--- src/pcs_defs.svh ---
// offsets, field positions and timing counts of the serial register bank
`ifndef PCS_DEFS_SVH
`define PCS_DEFS_SVH
`define PCS_WORD_W 24
`define PCS_ADDR_W 3
`define PCS_NUM_REGS 8
`define PCS_R_INT 3'h0
`define PCS_R_MOD 3'h1
`define PCS_R_FRAC 3'h2
`define PCS_R_BIAS 3'h5
`define PCS_R_LDO 3'h6
`define PCS_LOWPWR_BIT 5
`define PCS_LDO_BIT 18
`define PCS_MON_BIT 21
`define PCS_CAL_TIME_US 10
`define PCS_CLK_MHZ 100
`define PCS_CAL_CYC (`PCS_CAL_TIME_US * `PCS_CLK_MHZ)
`define PCS_ADR_STAT 4'h8
`define PCS_ADR_MASK 4'h9
`define PCS_ADR_CTRL 4'ha
`define PCS_INT_CAL_START 0
`define PCS_INT_CAL_DONE 1
`endif

--- src/pcs_pkg.sv ---
// types of the serial register bank
package pcs_pkg;
   typedef enum logic [2:0] {
      PCS_IDLE = 3'b001,
      PCS_CAL = 3'b010,
      PCS_DONE = 3'b100
   } pcs_cal_state_t;
   typedef logic [23:0] pcs_word_t;
endpackage : pcs_pkg

--- src/pcs_regs.sv ---
// serial configuration register bank with calibration start and monitor selection
//
// Behaviour
// - eight configuration registers, all written over a three-wire serial port
// - any write to register 0, 1 or 2 starts synthesizer calibration
// - later retuning rewrites only registers 0-2, each retriggering calibration
// - register 5 bit 5 set selects low-power bias
// - register 6 bit 18 cleared powers down the oscillator regulator
// - monitor pin shows lock-detect or temperature level, chosen by register
// - low three word bits select target register; 000 is register 0
`timescale 1ns/1ps
`include "pcs_defs.svh"
module pcs_regs #(
   parameter int CAL_CYC = `PCS_CAL_CYC
) (
   input wire logic core_clk,
   input wire logic rst_b,
   input wire logic ser_clk,
   input wire logic ser_data,
   input wire logic ser_load,
   input wire logic lock_detect,
   input wire logic temp_level,
   input wire logic [3:0] reg_addr,
   input wire logic [7:0] reg_wdata,
   input wire logic reg_wr,
   input wire logic reg_rd,
   output logic [7:0] reg_rdata,
   output logic irq,
   output logic low_power_bias_enable,
   output logic oscillator_supply_regulator,
   output logic monitor_output_pin,
   output logic cal_busy,
   output pcs_pkg::pcs_word_t cfg_int,
   output pcs_pkg::pcs_word_t cfg_mod,
   output pcs_pkg::pcs_word_t cfg_frac
);
   import pcs_pkg::*;

   pcs_word_t shift_r;
   pcs_word_t regs_r [`PCS_NUM_REGS];
   logic sclk_d_r;
   logic load_d_r;
   logic commit;
   logic [`PCS_ADDR_W-1:0] tgt;
   logic cal_kick;
   pcs_cal_state_t st_r;
   logic [15:0] cnt_r;
   logic [1:0] stat_r;
   logic [1:0] mask_r;
   logic [1:0] ev;
   logic done_ev;

   function automatic logic is_freq_reg(input logic [`PCS_ADDR_W-1:0] a);
      return (a == `PCS_R_INT) || (a == `PCS_R_MOD) || (a == `PCS_R_FRAC);
   endfunction : is_freq_reg

   // serial clock sampled in the core domain, rising edge shifts
   always_ff @(posedge core_clk or negedge rst_b) begin
      if (!rst_b) begin
         sclk_d_r <= 1'b0;
         load_d_r <= 1'b0;
      end else begin
         sclk_d_r <= ser_clk;
         load_d_r <= ser_load;
      end
   end

   always_ff @(posedge core_clk or negedge rst_b) begin
      if (!rst_b) begin
         shift_r <= 24'h000000;
      end else if (ser_clk && !sclk_d_r) begin
         shift_r <= {shift_r[`PCS_WORD_W-2:0], ser_data};
      end
   end

   assign commit = ser_load && !load_d_r;
   assign tgt = shift_r[`PCS_ADDR_W-1:0];

   always_ff @(posedge core_clk or negedge rst_b) begin
      if (!rst_b) begin
         for (int i = 0; i < `PCS_NUM_REGS; i++) begin
            regs_r[i] <= 24'h000000;
         end
         regs_r[`PCS_R_LDO] <= 24'h040000;
      end else if (commit) begin
         regs_r[tgt] <= shift_r;
      end
   end

   assign cal_kick = commit && is_freq_reg(tgt);

   always_ff @(posedge core_clk or negedge rst_b) begin
      if (!rst_b) begin
         st_r <= PCS_IDLE;
         cnt_r <= 16'h0000;
      end else if (cal_kick) begin
         st_r <= PCS_CAL;
         cnt_r <= 16'(CAL_CYC - 1);
      end else begin
         unique case (st_r)
            PCS_IDLE: begin
               cnt_r <= 16'h0000;
            end
            PCS_CAL: begin
               if (cnt_r == 16'h0000) begin
                  st_r <= PCS_DONE;
               end else begin
                  cnt_r <= cnt_r - 16'h0001;
               end
            end
            PCS_DONE: begin
               st_r <= PCS_IDLE;
            end
         endcase
      end
   end

   assign done_ev = (st_r == PCS_DONE);

   always_ff @(posedge core_clk or negedge rst_b) begin
      if (!rst_b) begin
         low_power_bias_enable <= 1'b0;
         oscillator_supply_regulator <= 1'b1;
         monitor_output_pin <= 1'b0;
         cal_busy <= 1'b0;
         cfg_int <= 24'h000000;
         cfg_mod <= 24'h000000;
         cfg_frac <= 24'h000000;
      end else begin
         low_power_bias_enable <= regs_r[`PCS_R_BIAS][`PCS_LOWPWR_BIT];
         oscillator_supply_regulator <= regs_r[`PCS_R_LDO][`PCS_LDO_BIT];
         monitor_output_pin <= regs_r[`PCS_R_LDO][`PCS_MON_BIT] ? temp_level : lock_detect;
         cal_busy <= (st_r == PCS_CAL) || cal_kick;
         cfg_int <= regs_r[`PCS_R_INT];
         cfg_mod <= regs_r[`PCS_R_MOD];
         cfg_frac <= regs_r[`PCS_R_FRAC];
      end
   end

   // sticky status, set wins over write-one-clear
   assign ev = {done_ev, cal_kick};
   always_ff @(posedge core_clk or negedge rst_b) begin
      if (!rst_b) begin
         stat_r <= 2'h0;
      end else if (reg_wr && reg_addr == `PCS_ADR_STAT) begin
         stat_r <= (stat_r & ~reg_wdata[1:0]) | ev;
      end else begin
         stat_r <= stat_r | ev;
      end
   end

   always_ff @(posedge core_clk or negedge rst_b) begin
      if (!rst_b) begin
         mask_r <= 2'h0;
      end else if (reg_wr && reg_addr == `PCS_ADR_MASK) begin
         mask_r <= reg_wdata[1:0];
      end
   end

   always_ff @(posedge core_clk or negedge rst_b) begin
      if (!rst_b) begin
         irq <= 1'b0;
      end else begin
         irq <= |(stat_r & mask_r);
      end
   end

   always_ff @(posedge core_clk or negedge rst_b) begin
      if (!rst_b) begin
         reg_rdata <= 8'h00;
      end else if (reg_rd) begin
         unique case (reg_addr)
            `PCS_ADR_STAT: reg_rdata <= {6'h00, stat_r};
            `PCS_ADR_MASK: reg_rdata <= {6'h00, mask_r};
            `PCS_ADR_CTRL: reg_rdata <= {5'h00, oscillator_supply_regulator, low_power_bias_enable, cal_busy};
            default: reg_rdata <= regs_r[reg_addr[2:0]][7:0];
         endcase
      end else begin
         reg_rdata <= 8'h00;
      end
   end

   AST_CAL_START: assert property (@(posedge core_clk) disable iff (!rst_b)
      cal_kick |=> (st_r == PCS_CAL) && cal_busy)
      else $error("calibration not started");
   AST_CAL_END: assert property (@(posedge core_clk) disable iff (!rst_b)
      (st_r == PCS_CAL && cnt_r == 16'h0000 && !cal_kick) |=> done_ev)
      else $error("calibration did not finish");
   AST_ROUTE: assert property (@(posedge core_clk) disable iff (!rst_b)
      commit |=> regs_r[$past(tgt)] == $past(shift_r))
      else $error("word not routed");
   AST_SHIFT: assert property (@(posedge core_clk) disable iff (!rst_b)
      (ser_clk && !sclk_d_r) |=> shift_r[0] == $past(ser_data))
      else $error("shift wrong");
   AST_LOWPWR: assert property (@(posedge core_clk) disable iff (!rst_b)
      (commit && tgt == `PCS_R_BIAS) |-> ##2 low_power_bias_enable == $past(shift_r[`PCS_LOWPWR_BIT], 2))
      else $error("low power not applied");
   AST_LDO: assert property (@(posedge core_clk) disable iff (!rst_b)
      (commit && tgt == `PCS_R_LDO) |-> ##2 oscillator_supply_regulator == $past(shift_r[`PCS_LDO_BIT], 2))
      else $error("regulator not applied");
   AST_MON: assert property (@(posedge core_clk) disable iff (!rst_b)
      rst_b && $stable(regs_r[`PCS_R_LDO]) |=> monitor_output_pin == ($past(regs_r[`PCS_R_LDO][`PCS_MON_BIT]) ?
      $past(temp_level) : $past(lock_detect)))
      else $error("monitor mux wrong");
   AST_NO_CAL: assert property (@(posedge core_clk) disable iff (!rst_b)
      (commit && !is_freq_reg(tgt) && st_r == PCS_IDLE) |=> st_r == PCS_IDLE)
      else $error("spurious calibration");
endmodule : pcs_regs
--- config.mk ---
export PLATFORM = sky130hd
export DESIGN_NAME = pcs_regs
export DESIGN_NICKNAME = d
export VERILOG_FILES = /design/src/pcs_pkg.sv /design/src/pcs_regs.sv
export VERILOG_INCLUDE_DIRS = /design/src /design/src/src
export SDC_FILE = /design/constraint.sdc
export NUM_CORES = 1
export LEC_CHECK = 0
export BUFFER_PORTS_ARGS = -buffer_cell sky130_fd_sc_hd__buf_2
export CORE_ASPECT_RATIO = 1.25
export CORE_MARGIN = 5
export CORE_UTILIZATION = 54
export CTS_BUF_LIST = sky130_fd_sc_hd__clkbuf_8
export CTS_CLUSTER_DIAMETER = 80
export DETAILED_ROUTE_END_ITERATION = 10
export PLACE_DENSITY = 0.8
export SYNTH_ARGS = -nofsm -noshare
export SYNTH_HDL_FRONTEND = slang
export SYNTH_SLANG_ARGS = --single-unit
--- constraint.sdc ---
create_clock -name core_clk -period 1.9 [get_ports core_clk]
set_input_delay 0.285 -clock core_clk [delete_from_list [all_inputs] [get_ports core_clk]]
set_output_delay 0.285 -clock core_clk [all_outputs]
set_load 0.03 [all_outputs]
# Word-level counts from Yosys, hierarchy flattened

Index checks and enable logic that the tools add are counted.

Flip-flop bits (word level): 326
Input bits: 21
Output and inout bits: 85
Logic and storage cells: 79

$add $sub $neg: 1
Magnitude comparators: 3
Eq/ne operators: 10
Mux-type cells: 16
Bitwise gates (word level): 7
Reduce and logical (&&, ||, !) cells: 18

Operators with widths:

| operator                | number |
|---|---|
| $bwmux W192             | 1 |
| $bmux W24 S3            | 1 |
| $demux W24 S3           | 1 |
| $mux W16                | 2 |
| $pmux W16 S2            | 1 |
| $mux W24                | 1 |
| $mux W8                 | 3 |
| $pmux W8 S3             | 1 |
| $logic_not A16 Y1       | 1 |
| $sub A16 B1 Y16 const B | 1 |
| $eq A4 B4 Y1 const B    | 3 |
| $ge A4 B4 Y1 const B    | 2 |
| $not A3 Y4              | 2 |
| $eq A3 B1 Y1 const B    | 2 |
| $eq A3 B2 Y1 const B    | 2 |
| $logic_and A1 B1 Y1     | 6 |
| $mux W3                 | 2 |
| $ne A3 B3 Y1 const B    | 2 |
| $pmux W3 S2             | 1 |
| $reduce_bool A3 Y1      | 2 |
| $and A2 B2 Y2           | 2 |
| $lt A4 B1 Y1 const B    | 1 |
| $or A2 B2 Y2            | 2 |
| $reduce_and A2 Y1       | 2 |
| 8 further kinds         | 11 |

# Logic depth before layout (Yosys ltp)

Depth after elaboration: 6
Gate-level depth with buffers: 7
Depth with buffers taken out: 6

# Worst setup path before layout

Ideal clock, no wire load.

Path type: register to register
Start point: register cnt_r[0]
End point: register cnt_r[2]
Setup time: 0.129 ns
Arrival time: 1.905 ns
Data required time: 1.771 ns
Path slack: -0.133 ns
Cell stages (with the launch flop): 8
Buffers on the path: 1
Clock period less this slack: 2.033 ns
Cell sequence: dfrtp_1 -> inv_1 -> ha_1 -> nor3b_1 -> and4_1 -> buf_2 -> nor4b_1 -> a2111o_1

Cells in the longest elaborated chain, start to end: 4

RTL lines:

| what                   | line            | RTL |
|---|---|---|
| from (decl)            | pcs_regs.sv:47  | `logic [15:0] cnt_r;` |
| from (signal assigned) | pcs_regs.sv:98  | `cnt_r <= 16'(CAL_CYC - 1);` |
| from (signal assigned) | pcs_regs.sv:108 | `cnt_r <= cnt_r - 16'h0001;` |
| $sub A16 B1 Y16        | pcs_regs.sv:108 |  |
| $mux W16               | pcs_regs.sv:105 | `if (cnt_r == 16'h0000) begin` |
| $pmux W16 S2           | pcs_regs.sv:100 | `unique case (st_r)` |
| $mux W16               | pcs_regs.sv:96  | `end else if (cal_kick) begin` |

Parallel ways exist; a longest one is shown, timed or not. The select of a mux whose other input is x is not followed.
A chain may end at the register's enable or synchronous reset.

# Worst setup path in the final report

Start point: register cnt_r[8]
End point: register cnt_r[12]

The elaborated chain is that of the path after synthesis.

==> results.cfg <==
[critical_path]
r2r_cells = 4
setup.reg_to_reg.worst_slack_ps = -40
wp_buf_inv = 0
timing.critical_path.max_delay_family = simple AND/OR/NAND/NOR gates
cpMaxStageDelayCell = sky130_fd_sc_hd__or4_4
crit_chain = or4_4 -> or3_4 -> or4_1 -> a21oi_1
critPathLaunchType = flip-flop
worstPathArrival_ps = 2370
crit_path_max_fanout = 3
kind_of_capture_point_of_the_worst_setup_path = flip-flop
critical_path.reg2reg.startpoint = cnt_r[8]$_DFFE_PN0P_
critPathMaxStageDelay_ps = 550
worst-endpoint-required_ps = 2340
endpoint_of_the_lowest_slack_register_to_register_path = cnt_r[12]$_DFFE_PN0P_
critPathKind = reg -> reg

[global_routing]
grt_antenna_before_repair = 0
grt_pass1_wl_um = 31900
first_global_vias = 6057
grt_start_max_net_pins = 62
overflow = 0
globalRouteTotalUtil_pct = 20.2

[synth]
seq_area_frac_synth_pct = 67.7
synthesized_nets = 607
post_synth_inst_count = 585
synth-edff-count = 0
netlist_area_um2 = 9170
postSynth.asyncResetShare_pct = 100
ys.flop_type = sky130_fd_sc_hd__dfrtp_1
synth_seq_cells = 248
syn-mean-instance-area_um2 = 15.7
synth_cell_types = 52
yosys_warn_count = 0

[floorplanning]
floorplan.io_pins = 106
rows = 53
initial_core_util_pct = 54.7
dieWidth_um = 127
die_height_um = 156
core-area_um2 = 16800
die_area_um2 = 19700

[cts]
path_clk_slew_ps = 60
ctsHtreeMaxLevel = 2
ctsRootBufferMaster = sky130_fd_sc_hd__clkbuf_8
cts.sinks = 248
cts_buffer_depth = 3
tritoncts.num_buffers = 38
tritoncts = built
insertion_delay_ps = 520

[job]
drv.max_cap_violation_count = 0

[route]
drt-total-wl_um = 18700
detail_route.wl_per_cell_um = 18.7
drt_iter0_markers = 312
routed_via_density = 5.48
drt_drc_violations_left = 0
route.antenna.remaining_nets = 0
dr_total_vias = 5491
dr.pass1.iters = 4

[sta]
setup_violations = 2
drv_slew = 0
final.hold.worst_slack_ps = 29.7
post_route_minimum_period_ps = 1940
period_utilization_pct = 102
rsz0062_at_grt = yes
timing.final.hold_violations = 0
layout_setup_ws_ps = -36.1
timing.max_slew.rel_slack_pct = 66.6
max_slew.worst_pin.slew_ps = 500
max_freq_ghz = 0.517
worst_clock_skew_ps = 19.5

[power]
pwr_density_cell_nw_per_um2 = 1310
max-vdd-ir-drop_mv = 1.07
leakage_component_of_the_power_uw = 0.00562

[placement]
port-buffer-count = 99
gp_congestion = 0.808
dpl.cell_count = 933
dp_hpwl_um = 12600

[hold_path]
worst_hold_path_type = in -> reg
worst_hold_path.endpoint = reg_rdata[1]$_DFF_PN0_
hold_path_depth = 3
timing.hold.worst.start = reg_rd

[layout]
layout_commonest_cell = sky130_fd_sc_hd__dfrtp_1
drive_gt1_share_pct = 46.5
antenna_cells = 0
final_cell_count_no_fill = 1002
mostFrequentLayoutCells = sky130_fd_sc_hd__dfrtp_1, sky130_fd_sc_hd__mux2_2, sky130_fd_sc_hd__buf_2
num-nets-final = 783
syn_to_final_growth_pct = 21.5

[status]
outcome = finished with violations
violations = negative setup slack
-- flip-flops by register name, summed over array words and instances (netlist names), 2 cells and up --
name	cells
mask_r	2
st_r	3
regs_r	114
reg_rdata	8
cfg_int	24
cfg_frac	24
cfg_mod	24
shift_r	24
cnt_r	16
stat_r	2
-- repair_timing --
item | CTS | global route
setup buffers | 1 | 1
hold endpoints to repair | 58 | 0
pin swaps | 3 | 4
gates resized for setup | 3 | 8
gates cloned | 0 | 0
hold buffers | 6 | 0
setup endpoints to repair | 5 | 20
-- cells in the mapped netlist, drive strengths merged (3+ instances only) --
cell type	n	area share, %
dfrtp	245	67
mux2	117	14
clkbuf	17	0.70
mux4	16	3.9
nor2	15	0.61
a21oi	13	0.71
mux2i	13	1.4
nand2	13	0.53
nand2b	11	0.75
and2	9	0.61
buf	9	0.41
or2	9	0.61
nor3	7	0.38
nor3b	7	0.74
or4	6	0.53
inv	5	0.20
nand3	5	0.27
nor2b	5	0.34
o211ai	5	0.41
or3	5	0.40
nand3b	4	0.33
nor4	4	0.27
o21ai	4	0.22
o311ai	4	0.38
o31ai	4	0.33
dfstp	3	0.86
nor4b	3	0.29
-- how the worst max path moves through the flow --
stage	startpoint	endpoint	slack [ps]	depth (start not counted)
final	cnt_r[8]$_DFFE_PN0P_	cnt_r[12]$_DFFE_PN0P_	-40	4
after global routing	cnt_r[8]$_DFFE_PN0P_	cnt_r[12]$_DFFE_PN0P_	-110	4
after CTS	cnt_r[9]$_DFFE_PN0P_	cnt_r[12]$_DFFE_PN0P_	-40	4
after detailed placement	cnt_r[1]$_DFFE_PN0P_	cnt_r[14]$_DFFE_PN0P_	-140	6
after global placement	cnt_r[1]$_DFFE_PN0P_	cnt_r[12]$_DFFE_PN0P_	-20	6
after floorplan	cnt_r[8]$_DFFE_PN0P_	cnt_r[12]$_DFFE_PN0P_	-9	4
-- tightest hold or removal path, stage by stage --
cell and delay (ps):
sky130_fd_sc_hd__buf_2 120, sky130_fd_sc_hd__o21ai_0 70, sky130_fd_sc_hd__a21oi_1 40
-- per-stage QoR --
step,power [uW],worst slack [ps],util (%),cell area (um2),TNS [ps]
global placement,10500,-19.6,61.7,10300,-19.6
finish,14600,-36.1,66.4,11100,-42.4
detailed placement,10700,-141,61.7,10300,-399
floorplan,9410,-9.13,-,9180,-9.13
CTS,14700,-44.0,66.1,11100,-117
global route,15400,-110,66.4,11100,-365
-- power breakdown --
group	switching, uW	internal, uW	leakage [uW]
Sequential	869	6550	0.00323
Clock	1870	2050	0.000403
Combinational	1720	1500	0.00198
-- layout make-up --
cell class	count	area, um2
clock buffer	43	592
clock inverter	18	73.8
fill	1202	5640
inverter	5	18.8
multi-input combinational	306	2900
sequential	248	6210
tap	220	275
timing repair buffer	162	1070
-- cell families after synthesis --
| kind of cell | Yosys count | share of synthesized area (%) |
|---|---|---|
| AO/OA/AOI/OAI | 46 | 3.52 |
| adder cells (fa/ha/maj) | 1 | 0.136 |
| buffers and inverters | 31 | 1.31 |
| flip-flops | 248 | 67.7 |
| multiplexers | 146 | 19.7 |
| AND/OR/NAND/NOR | 113 | 7.61 |
-- layer usage --
layer | GRT usage (%) | part of all wire (%) | vias up
met3 | 5.65 | 5.7 | 42
met2 | 32.6 | 50 | 148
met4 | 7.46 | 2.8 | 0
met1 | 26.3 | 41 | 2834
li1 | - | - | 2467
met5 | 0 | 0 | -
Note: power is estimated with default switching activity, not from simulation.
